<file path="src/hw/adstat_pkg.sv">
// Package of offsets, fields, reset values and helpers for the statistics.
// Functional notes
// - Consecutive results differing by more than the delta limit set the delta flag.
// - Variance register bits 30..0 hold the read-only variance; bit 31 reads zero.
// - Control bits 6..4 pick block size: 0=128, 1=64, 2=32, 3=16, 4=8.
// - Control bit 0 enables statistics; bits 11..7 hold the deviation setting.
// - Mean register low 16 bits hold the read-only block mean.
`default_nettype none
package adstat_pkg;
    localparam int          ADDR_W       = 14;
    // Register byte offsets.
    localparam logic [13:0] OFS_DELTA    = 14'h20B8;
    localparam logic [13:0] OFS_VAR      = 14'h21C0;
    localparam logic [13:0] OFS_CTRL     = 14'h21C4;
    localparam logic [13:0] OFS_MEAN     = 14'h21C8;
    localparam logic [13:0] OFS_FLAGS    = 14'h21D0;
    localparam logic [13:0] OFS_MASK     = 14'h21D4;
    // Reset values.
    localparam logic [31:0] RST_REG      = 32'h0000_0000;
    // Control register fields.
    localparam int          CTRL_EN_BIT  = 0;
    localparam int          CTRL_SZ_LO   = 4;
    localparam int          CTRL_SZ_HI   = 6;
    localparam int          CTRL_DEV_HI  = 11;
    localparam logic [31:0] CTRL_WMASK   = 32'h0000_0FFF;
    // Interrupt flag positions.
    localparam int          FLG_STATS    = 0;
    localparam int          FLG_DELTA    = 6;
    localparam logic [31:0] FLG_IMPL     = 32'h0000_0041;
    // Field widths.
    localparam int          RES_W        = 16;
    localparam int          VAR_W        = 31;

    // Block size select to log2 of the sample count; reserved codes mean 8.
    function automatic logic [2:0] adstat_shift(input logic [2:0] sel);
        case (sel)
            3'h0:    adstat_shift = 3'h7;
            3'h1:    adstat_shift = 3'h6;
            3'h2:    adstat_shift = 3'h5;
            3'h3:    adstat_shift = 3'h4;
            default: adstat_shift = 3'h3;
        endcase
    endfunction : adstat_shift

    // Index of the last sample of a block of 2**sh samples.
    function automatic logic [6:0] adstat_last(input logic [2:0] sh);
        logic [7:0] n;
        n = 8'h01 << sh;
        adstat_last = 7'(n - 8'h01);
    endfunction : adstat_last
endpackage : adstat_pkg
`default_nettype wire

</file>
<file path="src/hw/adstat_delta.sv">
// Consecutive result delta checker.
`timescale 1ns/10ps
`default_nettype none
module adstat_delta (
    input  wire logic        pclk,
    input  wire logic        presetn,
    input  wire logic [15:0] conversion_result,
    input  wire logic        result_valid,
    input  wire logic [15:0] delta_limit_value,
    output logic             delta_hit
);
    import adstat_pkg::*;

    logic [15:0] prev;
    logic        have_prev;
    logic [15:0] gap;

    // Magnitude of the step, so a fall counts as much as a rise.
    always_comb begin
        if (conversion_result > prev) begin
            gap = conversion_result - prev;
        end else begin
            gap = prev - conversion_result;
        end
    end

    // The first result after reset has no partner and never flags.
    always_ff @(posedge pclk or negedge presetn) begin
        if (!presetn) begin
            prev      <= 16'h0000;
            have_prev <= 1'b0;
            delta_hit <= 1'b0;
        end else begin
            delta_hit <= 1'b0;
            if (result_valid) begin
                prev      <= conversion_result;
                have_prev <= 1'b1;
                delta_hit <= have_prev && (gap > delta_limit_value);
            end
        end
    end

    property p_no_false_hit;
        @(posedge pclk) disable iff (!presetn)
        delta_hit |-> $past(result_valid) && ($past(gap) > $past(delta_limit_value));
    endproperty
    a_no_false_hit: assert property (p_no_false_hit) else $error("delta hit without step");
endmodule : adstat_delta
`default_nettype wire

</file>
<file path="src/hw/adstat_accum.sv">
// Block accumulator producing mean and variance of the ADC results.
`timescale 1ns/10ps
`default_nettype none
module adstat_accum (
    input  wire logic        pclk,
    input  wire logic        presetn,
    input  wire logic        enable,
    input  wire logic        restart,
    input  wire logic [2:0]  shift,
    input  wire logic [15:0] conversion_result,
    input  wire logic        result_valid,
    output logic             block_done,
    output logic [15:0]      mean,
    output logic [30:0]      variance
);
    import adstat_pkg::*;

    logic [6:0]  cnt;
    logic [22:0] sum;
    logic [38:0] sumsq;
    logic [22:0] next_sum;
    logic [38:0] next_sumsq;
    logic [15:0] next_mean;
    logic [31:0] next_var;
    logic        take;

    // Sums including the current sample; the variance uses E[x^2]-mean^2.
    always_comb begin
        take       = enable && !restart && result_valid;
        next_sum   = sum + 23'(conversion_result);
        next_sumsq = sumsq + 39'(conversion_result) * 39'(conversion_result);
        next_mean  = 16'(next_sum >> shift);
        next_var   = 32'(next_sumsq >> shift)
                   - 32'(next_mean) * 32'(next_mean);
    end

    // Disabling or reconfiguring discards a partial block.
    always_ff @(posedge pclk or negedge presetn) begin
        if (!presetn) begin
            cnt   <= 7'h00;
            sum   <= 23'h000000;
            sumsq <= 39'h00_0000_0000;
        end else if (!enable || restart) begin
            cnt   <= 7'h00;
            sum   <= 23'h000000;
            sumsq <= 39'h00_0000_0000;
        end else if (take) begin
            if (cnt == adstat_last(shift)) begin
                cnt   <= 7'h00;
                sum   <= 23'h000000;
                sumsq <= 39'h00_0000_0000;
            end else begin
                cnt   <= cnt + 7'h01;
                sum   <= next_sum;
                sumsq <= next_sumsq;
            end
        end
    end

    // Results move only on the last sample of a block.
    always_ff @(posedge pclk or negedge presetn) begin
        if (!presetn) begin
            block_done <= 1'b0;
            mean       <= 16'h0000;
            variance   <= 31'h0000_0000;
        end else begin
            block_done <= take && (cnt == adstat_last(shift));
            if (take && (cnt == adstat_last(shift))) begin
                mean     <= next_mean;
                variance <= next_var[30:0];
            end
        end
    end

    property p_result_hold;
        @(posedge pclk) disable iff (!presetn)
        !block_done |-> $stable(mean) && $stable(variance);
    endproperty
    a_result_hold: assert property (p_result_hold) else $error("results moved mid block");

    property p_block_len;
        @(posedge pclk) disable iff (!presetn)
        block_done |-> $past(cnt) == adstat_last($past(shift));
    endproperty
    a_block_len: assert property (p_block_len) else $error("block ended at wrong count");
endmodule : adstat_accum
`default_nettype wire

</file>
<file path="src/hw/adstat_top.sv">
// APB register block with delta check, statistics and interrupt logic.
//
// The APB register port was chosen for this implementation.
`timescale 1ns/10ps
`default_nettype none
module adstat_top (
    input  wire logic                           pclk,
    input  wire logic                           presetn,
    input  wire logic [adstat_pkg::ADDR_W-1:0]  paddr,
    input  wire logic                           psel,
    input  wire logic                           penable,
    input  wire logic                           pwrite,
    input  wire logic [31:0]                    pwdata,
    output logic [31:0]                         prdata,
    output logic                                pready,
    output logic                                pslverr,
    input  wire logic [15:0]                    conversion_result,
    input  wire logic                           result_valid,
    output logic                                irq
);
    import adstat_pkg::*;

    logic [15:0] delta_limit_value;
    logic [11:0] statistics_control;
    logic [31:0] irq_flag_reg_a;
    logic [31:0] irq_mask;
    logic [31:0] next_flags;
    logic [31:0] next_mask;
    logic [31:0] rd_val;
    logic        rd_hit;
    logic        access;
    logic        wr;
    logic        ctrl_wr;
    logic        delta_hit;
    logic        block_done;
    logic [15:0] mean;
    logic [30:0] variance;
    logic [2:0]  shift;

    // A transfer completes on the access cycle in which pready is high.
    assign access  = psel && penable && pready;
    assign wr      = access && pwrite;
    assign ctrl_wr = wr && (paddr == OFS_CTRL);
    assign shift   = adstat_shift(statistics_control[CTRL_SZ_HI:CTRL_SZ_LO]);

    adstat_delta u_delta (
        .pclk              (pclk),
        .presetn           (presetn),
        .conversion_result (conversion_result),
        .result_valid      (result_valid),
        .delta_limit_value (delta_limit_value),
        .delta_hit         (delta_hit)
    );

    adstat_accum u_accum (
        .pclk              (pclk),
        .presetn           (presetn),
        .enable            (statistics_control[CTRL_EN_BIT]),
        .restart           (ctrl_wr),
        .shift             (shift),
        .conversion_result (conversion_result),
        .result_valid      (result_valid),
        .block_done        (block_done),
        .mean              (mean),
        .variance          (variance)
    );

    // Read multiplexer; reserved bits read as zero.
    always_comb begin
        rd_val = 32'h0000_0000;
        rd_hit = 1'b1;
        if (paddr == OFS_DELTA) begin
            rd_val = {16'h0000, delta_limit_value};
        end else if (paddr == OFS_VAR) begin
            rd_val = {1'b0, variance};
        end else if (paddr == OFS_CTRL) begin
            rd_val = {20'h00000, statistics_control};
        end else if (paddr == OFS_MEAN) begin
            rd_val = {16'h0000, mean};
        end else if (paddr == OFS_FLAGS) begin
            rd_val = irq_flag_reg_a;
        end else if (paddr == OFS_MASK) begin
            rd_val = irq_mask;
        end else begin
            rd_hit = 1'b0;
        end
    end

    // Answer after the setup cycle, so every transfer has no wait state.
    // Read data is captured at setup, while the address is already stable.
    always_ff @(posedge pclk or negedge presetn) begin
        if (!presetn) begin
            pready  <= 1'b0;
            pslverr <= 1'b0;
            prdata  <= RST_REG;
        end else begin
            pready  <= psel && !penable;
            pslverr <= psel && !penable && !rd_hit;
            if (psel && !penable) begin
                prdata <= pwrite ? RST_REG : rd_val;
            end
        end
    end

    // Delta limit register.
    always_ff @(posedge pclk or negedge presetn) begin
        if (!presetn) begin
            delta_limit_value <= RST_REG[15:0];
        end else if (wr && (paddr == OFS_DELTA)) begin
            delta_limit_value <= pwdata[15:0];
        end
    end

    // Statistics control; the deviation setting is stored for software.
    // Any write restarts the block so a size change never mixes two sizes.
    always_ff @(posedge pclk or negedge presetn) begin
        if (!presetn) begin
            statistics_control <= RST_REG[11:0];
        end else if (ctrl_wr) begin
            statistics_control <= pwdata[CTRL_DEV_HI:0] & CTRL_WMASK[11:0];
        end
    end

    // Mask value after this edge, so a mask write moves irq at once.
    always_comb begin
        next_mask = irq_mask;
        if (wr && (paddr == OFS_MASK)) begin
            next_mask = pwdata & FLG_IMPL;
        end
    end

    // Interrupt mask, same layout as the flag register.
    always_ff @(posedge pclk or negedge presetn) begin
        if (!presetn) begin
            irq_mask <= RST_REG;
        end else begin
            irq_mask <= next_mask;
        end
    end

    // Sticky flags: write one to clear, but a new event in the same cycle
    // wins so that no event is lost to a racing clear.
    always_comb begin
        next_flags = irq_flag_reg_a;
        if (wr && (paddr == OFS_FLAGS)) begin
            next_flags = next_flags & ~pwdata;
        end
        next_flags[FLG_DELTA] = next_flags[FLG_DELTA] | delta_hit;
        next_flags[FLG_STATS] = next_flags[FLG_STATS] | block_done;
        next_flags = next_flags & FLG_IMPL;
    end

    always_ff @(posedge pclk or negedge presetn) begin
        if (!presetn) begin
            irq_flag_reg_a <= RST_REG;
        end else begin
            irq_flag_reg_a <= next_flags;
        end
    end

    // Level interrupt, registered so the output has no decode glitches.
    always_ff @(posedge pclk or negedge presetn) begin
        if (!presetn) begin
            irq <= 1'b0;
        end else begin
            irq <= |(next_flags & next_mask);
        end
    end

    // A qualifying step shows in the flag register two edges after the sample.
    property p_delta_flag;
        @(posedge pclk) disable iff (!presetn)
        result_valid && u_delta.have_prev
            && (u_delta.gap > delta_limit_value)
            |-> ##2 irq_flag_reg_a[FLG_DELTA];
    endproperty
    a_delta_flag: assert property (p_delta_flag) else $error("delta flag missed");

    property p_var_read;
        @(posedge pclk) disable iff (!presetn)
        pready && !pwrite && (paddr == OFS_VAR)
            |-> prdata == {1'b0, $past(variance)};
    endproperty
    a_var_read: assert property (p_var_read) else $error("bad variance read");

    property p_size_write;
        @(posedge pclk) disable iff (!presetn)
        ctrl_wr |=> statistics_control[CTRL_SZ_HI:CTRL_SZ_LO]
            == $past(pwdata[CTRL_SZ_HI:CTRL_SZ_LO]);
    endproperty
    a_size_write: assert property (p_size_write) else $error("size not stored");

    property p_disabled_quiet;
        @(posedge pclk) disable iff (!presetn)
        !statistics_control[CTRL_EN_BIT] |=> !block_done;
    endproperty
    a_disabled_quiet: assert property (p_disabled_quiet) else $error("stats ran off");

    property p_mean_read;
        @(posedge pclk) disable iff (!presetn)
        pready && !pwrite && (paddr == OFS_MEAN)
            |-> prdata == {16'h0000, $past(mean)};
    endproperty
    a_mean_read: assert property (p_mean_read) else $error("bad mean read");

    property p_done_irq;
        @(posedge pclk) disable iff (!presetn)
        block_done && next_mask[FLG_STATS] |=> irq_flag_reg_a[FLG_STATS] && irq;
    endproperty
    a_done_irq: assert property (p_done_irq) else $error("block end not flagged");

    property p_apb_answer;
        @(posedge pclk) disable iff (!presetn)
        psel && !penable |=> pready ##1 !pready;
    endproperty
    a_apb_answer: assert property (p_apb_answer) else $error("apb answer timing");

    property p_irq_level;
        @(posedge pclk) disable iff (!presetn)
        |(irq_flag_reg_a & irq_mask) |-> irq;
    endproperty
    a_irq_level: assert property (p_irq_level) else $error("irq low with flag");

    // Nothing unmasked pending means the interrupt line is low.
    property p_irq_quiet;
        @(posedge pclk) disable iff (!presetn)
        !(|(irq_flag_reg_a & irq_mask)) |-> !irq;
    endproperty
    a_irq_quiet: assert property (p_irq_quiet)
        else $error("irq high with nothing due");

    // An unmapped address answers with the error flag.
    property p_unmapped_err;
        @(posedge pclk) disable iff (!presetn)
        psel && !penable && !rd_hit |=> pslverr;
    endproperty
    a_unmapped_err: assert property (p_unmapped_err)
        else $error("no slave error");

    // A refused read returns zero data.
    property p_err_rdata;
        @(posedge pclk) disable iff (!presetn)
        pready && pslverr && !pwrite |-> prdata == 32'h0000_0000;
    endproperty
    a_err_rdata: assert property (p_err_rdata)
        else $error("error read not zero");

    // Write transfers show zero on the read data lines.
    property p_write_rdata;
        @(posedge pclk) disable iff (!presetn)
        pready && pwrite |-> prdata == 32'h0000_0000;
    endproperty
    a_write_rdata: assert property (p_write_rdata)
        else $error("write returned data");

    // A write of one clears the delta flag when no new step races it.
    property p_flag_clear;
        @(posedge pclk) disable iff (!presetn)
        wr && (paddr == OFS_FLAGS) && pwdata[FLG_DELTA] && !delta_hit
            |=> !irq_flag_reg_a[FLG_DELTA];
    endproperty
    a_flag_clear: assert property (p_flag_clear)
        else $error("delta flag not cleared");

    // A step in the same cycle as the clear keeps the flag set.
    property p_set_wins;
        @(posedge pclk) disable iff (!presetn)
        wr && (paddr == OFS_FLAGS) && delta_hit |=> irq_flag_reg_a[FLG_DELTA];
    endproperty
    a_set_wins: assert property (p_set_wins)
        else $error("event lost to clear");

    // The delta limit takes the low half of the written word.
    property p_delta_store;
        @(posedge pclk) disable iff (!presetn)
        wr && (paddr == OFS_DELTA)
            |=> delta_limit_value == $past(pwdata[15:0]);
    endproperty
    a_delta_store: assert property (p_delta_store)
        else $error("delta limit not stored");

    // The enable bit follows the last control write.
    property p_enable_store;
        @(posedge pclk) disable iff (!presetn)
        ctrl_wr
            |=> statistics_control[CTRL_EN_BIT] == $past(pwdata[CTRL_EN_BIT]);
    endproperty
    a_enable_store: assert property (p_enable_store)
        else $error("enable not stored");

    // Only implemented mask bits are kept.
    property p_mask_store;
        @(posedge pclk) disable iff (!presetn)
        wr && (paddr == OFS_MASK)
            |=> irq_mask == ($past(pwdata) & FLG_IMPL);
    endproperty
    a_mask_store: assert property (p_mask_store)
        else $error("mask not stored");

    property p_cv_delta;
        @(posedge pclk) disable iff (!presetn)
        delta_hit ##1 irq;
    endproperty
    c_cv_delta: cover property (p_cv_delta);

    property p_cv_block;
        @(posedge pclk) disable iff (!presetn)
        block_done && (shift == 3'h3);
    endproperty
    c_cv_block: cover property (p_cv_block);

    property p_cv_clear;
        @(posedge pclk) disable iff (!presetn)
        wr && (paddr == OFS_FLAGS) && (delta_hit || block_done);
    endproperty
    c_cv_clear: cover property (p_cv_clear);

    property p_cv_slverr;
        @(posedge pclk) disable iff (!presetn)
        pready && pslverr;
    endproperty
    c_cv_slverr: cover property (p_cv_slverr);

    property p_cv_block_max;
        @(posedge pclk) disable iff (!presetn)
        block_done && (shift == 3'h7);
    endproperty
    c_cv_block_max: cover property (p_cv_block_max);
endmodule : adstat_top
`default_nettype wire

</file>
<file path="config.mk">
export PLATFORM = sky130hd
export DESIGN_NAME = adstat_top
export DESIGN_NICKNAME = d
export VERILOG_FILES = /design/src/hw/adstat_pkg.sv /design/src/hw/adstat_delta.sv /design/src/hw/adstat_accum.sv /design/src/hw/adstat_top.sv
export SDC_FILE = /design/constraint.sdc
export NUM_CORES = 2
export LEC_CHECK = 0
export ABC_CLOCK_PERIOD_IN_PS = 9780
export BUFFER_PORTS_ARGS = -buffer_cell sky130_fd_sc_hd__buf_2
export CAP_MARGIN = 20
export CORE_MARGIN = 3
export CORE_UTILIZATION = 35
export CTS_BUF_LIST = sky130_fd_sc_hd__clkbuf_2 sky130_fd_sc_hd__clkbuf_4 sky130_fd_sc_hd__clkbuf_8
export DETAILED_ROUTE_END_ITERATION = 16
export PLACE_DENSITY = 0.58
export SKIP_CTS_REPAIR_TIMING = 1
export SKIP_LAST_GASP = 1
export SYNTH_ARGS = -nofsm -noshare
export SYNTH_HDL_FRONTEND = slang
export SYNTH_SLANG_ARGS = --single-unit
</file>
<file path="constraint.sdc">
create_clock -name pclk -period 9.78 [get_ports pclk]
set_input_delay 1.956 -clock pclk [delete_from_list [all_inputs] [get_ports pclk]]
set_output_delay 1.956 -clock pclk [all_outputs]
set_load 0.1 [all_outputs]
</file>
---- After elaboration in Yosys (flattened, before gate mapping) ----
Cells that the tools add are included.
word-level totals
  bits in registers ....................... 232
cells by class
  add/subtract/negate cells ............... 7
  eq/ne operators ......................... 10
  multipliers ............................. 2
  magnitude comparators ................... 2
  muxes and demuxes ....................... 27
  shift-type cells ........................ 3
  reductions and logical operators ........ 21
  bitwise logic cells ..................... 5
operator list
  cell                  count
  $mux 32               8
  $mux 39               3
  $eq 14x14->1 const B  6
  $mux 23               3
  $add 39x32->39        1
  $shr 39x3->31         1
  $and 7x32->32         1
  $gt 16x16->1          2
  $mul 16x16->32        1
  $reduce_or 32->1      1
  $sub 16x16->16        2
  $mul 16x16->31        1
  $sub 31x31->31        1
  $mux 7                4
  $add 23x16->23        1
  $shr 23x3->16         1
  $mux 16               1
  $logic_and 1x1->1     13
  $pmux 3 s4            1
  $add 7x1->7 const B   1
  $and 7x7->7           1
  $eq 7x7->1            1
  $mux 1                7
  $not 7->7             1
  9 further kinds       14

---- Logic depth before layout (Yosys ltp) ----
  word-level depth ........................ 9
  gate-level depth with buffers ........... 47
  depth with buffers taken out ............ 45

---- Modules after synthesis ----
A second synthesis with hierarchy kept.
second synthesis, totals
  cells, all modules ...................... 3,418
  area, all modules ....................... 30,279.0 um2
by module, submodules not included
  module        area each (um2)  instances  cells each  sequential area each (um2)
  adstat_accum  24,402.2         1          2,800       2,902.8
  adstat_top    3,175.5          1          273         1,651.6
  adstat_delta  2,701.3          1          345         450.4

---- Least setup slack after synthesis ----
OpenSTA, ideal clock, no wires.
  path kind ............................... input port to flip-flop
  start point ............................. input port conversion_result[4]
  end point ............................... register u_accum.variance[30]
  path buffers ............................ 2
  cell stages on the path ................. 43
  path slack .............................. -2.623 ns
  arrival time ............................ 12.335 ns
  library setup time ...................... 0.069 ns
  cells stage by stage .................... clkbuf_1 -> clkbuf_1 -> nand2_1 -> fa_1 -> inv_1 -> fa_1 -> inv_1 -> fa_1 -> inv_1 -> fa_1 -> fa_1 -> inv_1 -> fa_1 -> inv_1 -> ha_1 -> a21o_1 -> a21o_1 -> a21oi_1 -> [... 7 more ...] -> fa_1 -> inv_1 -> fa_1 -> fa_1 -> fa_1 -> inv_1 -> ha_1 -> a21oi_1 -> o21ai_0 -> a2111oi_0 -> a21oi_1 -> a41oi_1 -> o21ai_2 -> a31o_2 -> a211oi_1 -> a21oi_1 -> a2111o_1 -> nand3_1
between the ends
  cells in the longest elaborated chain, start to end .. 4
  elaborated cells on any way between the ends .. 7
ends and longest elaborated chain
  item                                                     line                                    RTL
  start: declaration                                       adstat_top.sv:17                        input wire logic [15:0] conversion_result,
  $mul 16x16->32 / $add 23x16->23 (equally long branches)  adstat_accum.sv:31, adstat_accum.sv:30
  $add 39x32->39 / $shr 23x3->16 (equally long branches)   adstat_accum.sv:31, adstat_accum.sv:32
  $shr 39x3->31 / $mul 16x16->31 (equally long branches)   adstat_accum.sv:33, adstat_accum.sv:34
  $sub 31x31->31 *                                         adstat_accum.sv:34                      - 32'(next_mean) * 32'(next_mean);
  end signal: assignment                                   adstat_accum.sv:70                      variance <= next_var[30:0];
  end: declaration                                         adstat_accum.sv:14                      output logic [30:0] variance
Every way passes the cells marked *; elsewhere a longest branch is shown, timed or not.
A chain may end at the register's enable or synchronous reset.

---- Worst setup path in the final report ----
  start point ............................. input port conversion_result[13]
  end point ............................... register u_accum.variance[30]
Same word-level chain as after synthesis.

==> results.py <==
metrics = {
    "setup_path": {
        "r2r_end": "u_accum.variance[30]$_DFFE_PN0P_",
        "r2r_cells": 40,
        "crit_type": "in2reg",
        "crit_start": "conversion_result[13]",
        "critPathCapture": "u_accum.variance[30]$_DFFE_PN0P_",
        "critPathRequiredTime_ns": 10.30,
        "timing.rr.start": "u_accum.sumsq[10]$_DFFE_PN0P_",
        "slowest_stage": "fa_1",
        "cp_max_fo": 5,
        "crit_top_cell": "fa_1",
        "cp-end-kind": "flop",
        "critPathMaxStageDelay_ns": 0.56,
        "arrival_ns": 11.87,
        "ff2ff_setup_slack_ns": 0.51,
        "start_kind": "input pin",
    },
    "timing": {
        "relSlewSlack_pct": 36.4,
        "worst_slack_ns": -1.57,
        "fin_skew_ns": 0.0321,
        "rsz0062_at_grt": "yes",
        "finalHoldViolCount": 0,
        "worst_pin_slew_ns": 0.953,
        "post-route-period-util_pct": 116,
        "slew_viol_final": 0,
        "setup_violations": 22,
        "fmax_mhz": 88.1,
        "post-route-min-period_ns": 11.35,
    },
    "die": {
        "initial_utilization_pct": 35.4,
        "die_width_um": 295,
        "die_area_um2": 86900,
        "core.rowCount": 105,
        "coreArea_um2": 82400,
        "die_h_um": 295,
        "io_pins": 103,
    },
    "synth": {
        "synth.top_cell.area_share_pct": 27.3,
        "yosysWarningCount": 0,
        "synthMuxAreaShare_pct": 2.94,
        "yosys.area.top_type": "fa_1",
        "synth_simple_gate_area_share_pct": 12.5,
        "syn_area_per_cell_um2": 8.73,
        "synth_top_family_by_area": "adder cells",
        "synth_fp_nets": 4078,
        "synth_edf_count": 0,
        "synthCells": 3342,
        "ys_ff_latch": 200,
        "synthTopCellsByArea": "fa_1 (27%), dfrtp_1 (17%), ha_1 (12%)",
        "ys_types": 84,
        "ys_seq_area_share_pct": 17.1,
        "ys_async_sr_fraction_pct": 100,
        "syn_area_um2": 29200,
        "yosys.area_share.adder_pct": 38.9,
        "synth_compound_area_share_pct": 14.9,
        "synthXorXnorAreaFrac_pct": 3.15,
        "synth-main-ff-cell": "dfrtp_1",
    },
    "cells_and_area": {
        "layout_common_cells": "inv_1 (620), buf_4 (597), fa_1 (384), nand2_1 (360), ha_1 (240)",
        "fin_area_um2": 37200,
        "final_util_pct": 45.1,
        "drive_above_1_share_pct": 26.8,
        "final_common_cell": "inv_1",
        "nNetsFinal": 4660,
        "synthToLayoutAreaGrowth_pct": 27.3,
    },
    "hold_path": {
        "holdPathStages": 2,
        "min_path_type": "reg2reg",
    },
    "routing": {
        "post_drt_wl_per_cell_um": 17.5,
        "via_per_inst": 4.98,
        "drt-total-wl_mm": 87.9,
        "drt_iter0_drc": 1525,
        "drt_first_pass_iters": 6,
        "vias": 24965,
        "drc": 0,
        "detail-route-antenna-nets": 0,
    },
    "clock_tree": {
        "clock_sinks": 200,
        "cts.clk_slew.worst_paths_ns": 0.14,
        "cts_max_path_buffers": 2,
        "clock_latency_ns": 0.58,
        "cts_tree": "yes",
        "cts_max_level": 4,
        "cts_root_buffer": "clkbuf_8",
        "cts_buffers": 17,
    },
    "placed_design": {
        "gp_routability_congestion": 0.909,
        "post_dp_cell_area_um2": 35500,
        "port_buffers": 85,
        "dp_hpwl_mm": 71.9,
    },
    "global_route": {
        "antenna_found_initial": 3,
        "grt_pass1_wl_mm": 142,
        "grt_overflow": 0,
        "gr-usage-all-layers_pct": 20.8,
        "grt_pass1_vias": 26172,
        "grt_max_degree": 94,
    },
    "job": {
        "timing.max_cap.violations": 0,
    },
    "run_status": {
        "violations": "setup timing",
        "status": "complete, but fails checks",
    },
}
metal layers:
| metal | share of wire (%) | track usage (%) | routed length, um |
|---|---|---|---|
| met4 | 2.5 | 5.64 | 2220 |
| met2 | 50 | 36.7 | 44000 |
| met3 | 3.6 | 2.25 | 3160 |
| met5 | 0 | 0 | 0 |
| met1 | 44 | 27.1 | 38500 |
how the worst min path moves through the flow:
stage	start	endpoint	slack, ns
detailed placement	u_delta.have_prev$_DFFE_PN0P_	u_delta.have_prev$_DFFE_PN0P_	0.45
global route	u_accum.block_done$_DFF_PN0_	irq_flag_reg_a[0]$_DFF_PN0_	0.49
finish	prdata[2]$_DFFE_PN0P_	prdata[2]$_DFFE_PN0P_	0.49
floorplan	u_delta.delta_hit$_DFF_PN0_	irq_flag_reg_a[6]$_DFF_PN0_	0.42
global placement	prdata[7]$_DFFE_PN0P_	prdata[7]$_DFFE_PN0P_	0.45
CTS	u_accum.block_done$_DFF_PN0_	irq_flag_reg_a[0]$_DFF_PN0_	0.49
sequential cells by signal, indices dropped and copies added, names as in the netlist:
register,flops
irq,1
pready,1
u_accum.variance,31
prdata,31
u_accum.mean,16
u_accum.sumsq,38
u_accum.block_done,1
u_delta.delta_hit,1
u_delta.have_prev,1
pslverr,1
irq_mask,2
u_accum.cnt,7
statistics_control,12
u_delta.prev,16
u_accum.sum,23
irq_flag_reg_a,2
delta_limit_value,16
cells by family after synthesis:
| kind of cell | count (synthesis) |
|---|---|
| flops | 200 |
| compound gates | 665 |
| xor+xnor | 104 |
| other cells | 1 |
| simple gates | 823 |
| buf+inv | 807 |
| mux | 74 |
| fa+ha+maj | 668 |
critical path, delay by kind of cell:
family	cells	cell delay, ns
compound gates	12	2.37
buf+inv	7	0.64
xor+xnor	1	0.16
simple gates	8	0.96
fa+ha+maj	12	5.49
mux	1	0.28
per-stage QoR:
| stage | worst slack, ns | setup TNS [ns] | cells | hold WS [ns] |
|---|---|---|---|---|
| floorplan | -1.61 | -16.08 | 3342 | 0.424 |
| global placement | -2.23 | -41.30 | 4940 | 0.453 |
| detailed placement | -2.34 | -42.48 | 4940 | 0.453 |
| CTS | -1.71 | -25.83 | 4972 | 0.488 |
| global route | -1.95 | -29.05 | 5008 | 0.493 |
| finish | -1.57 | -19.82 | 5010 | 0.487 |
cells in the mapped netlist (all sizes together) (4+ instances only):
cell	n
a221o	11
o211ai	14
inv	655
a31oi	16
nand2	375
clkinv	7
a2111o	4
o31ai	12
nor2b	15
nor4	5
xnor2	68
nor3	25
a31o	6
and3	23
o21ai	205
and2	24
mux2i	38
a41oi	8
a22o	56
o21bai	13
mux2	30
a211o	4
nand2b	24
xor2	36
fa	398
a21boi	5
a221oi	7
buf	25
a211oi	25
a222oi	5
dfrtp	200
or2	12
nor2	224
nor3b	9
a21oi	147
or3	8
clkbuf	120
ha	270
nor4b	5
nand4	20
o21a	16
o41ai	14
mux4	6
nand3	41
a21o	66
cell type report:
cell class,instances,area [um^2]
Multi-Input combinational cell,2335,22500
Fill cell,7994,45200
Timing Repair Buffer,708,5360
Sequential cell,200,5010
Clock buffer,17,234
Antenna cell,3,7.51
Clock inverter,15,224
Inverter,662,2510
Tap cell,1070,1340
Power is left out: the tool's default activity adds up to more than one toggle a clock period on the data nets, which glitch-free logic cannot reach.
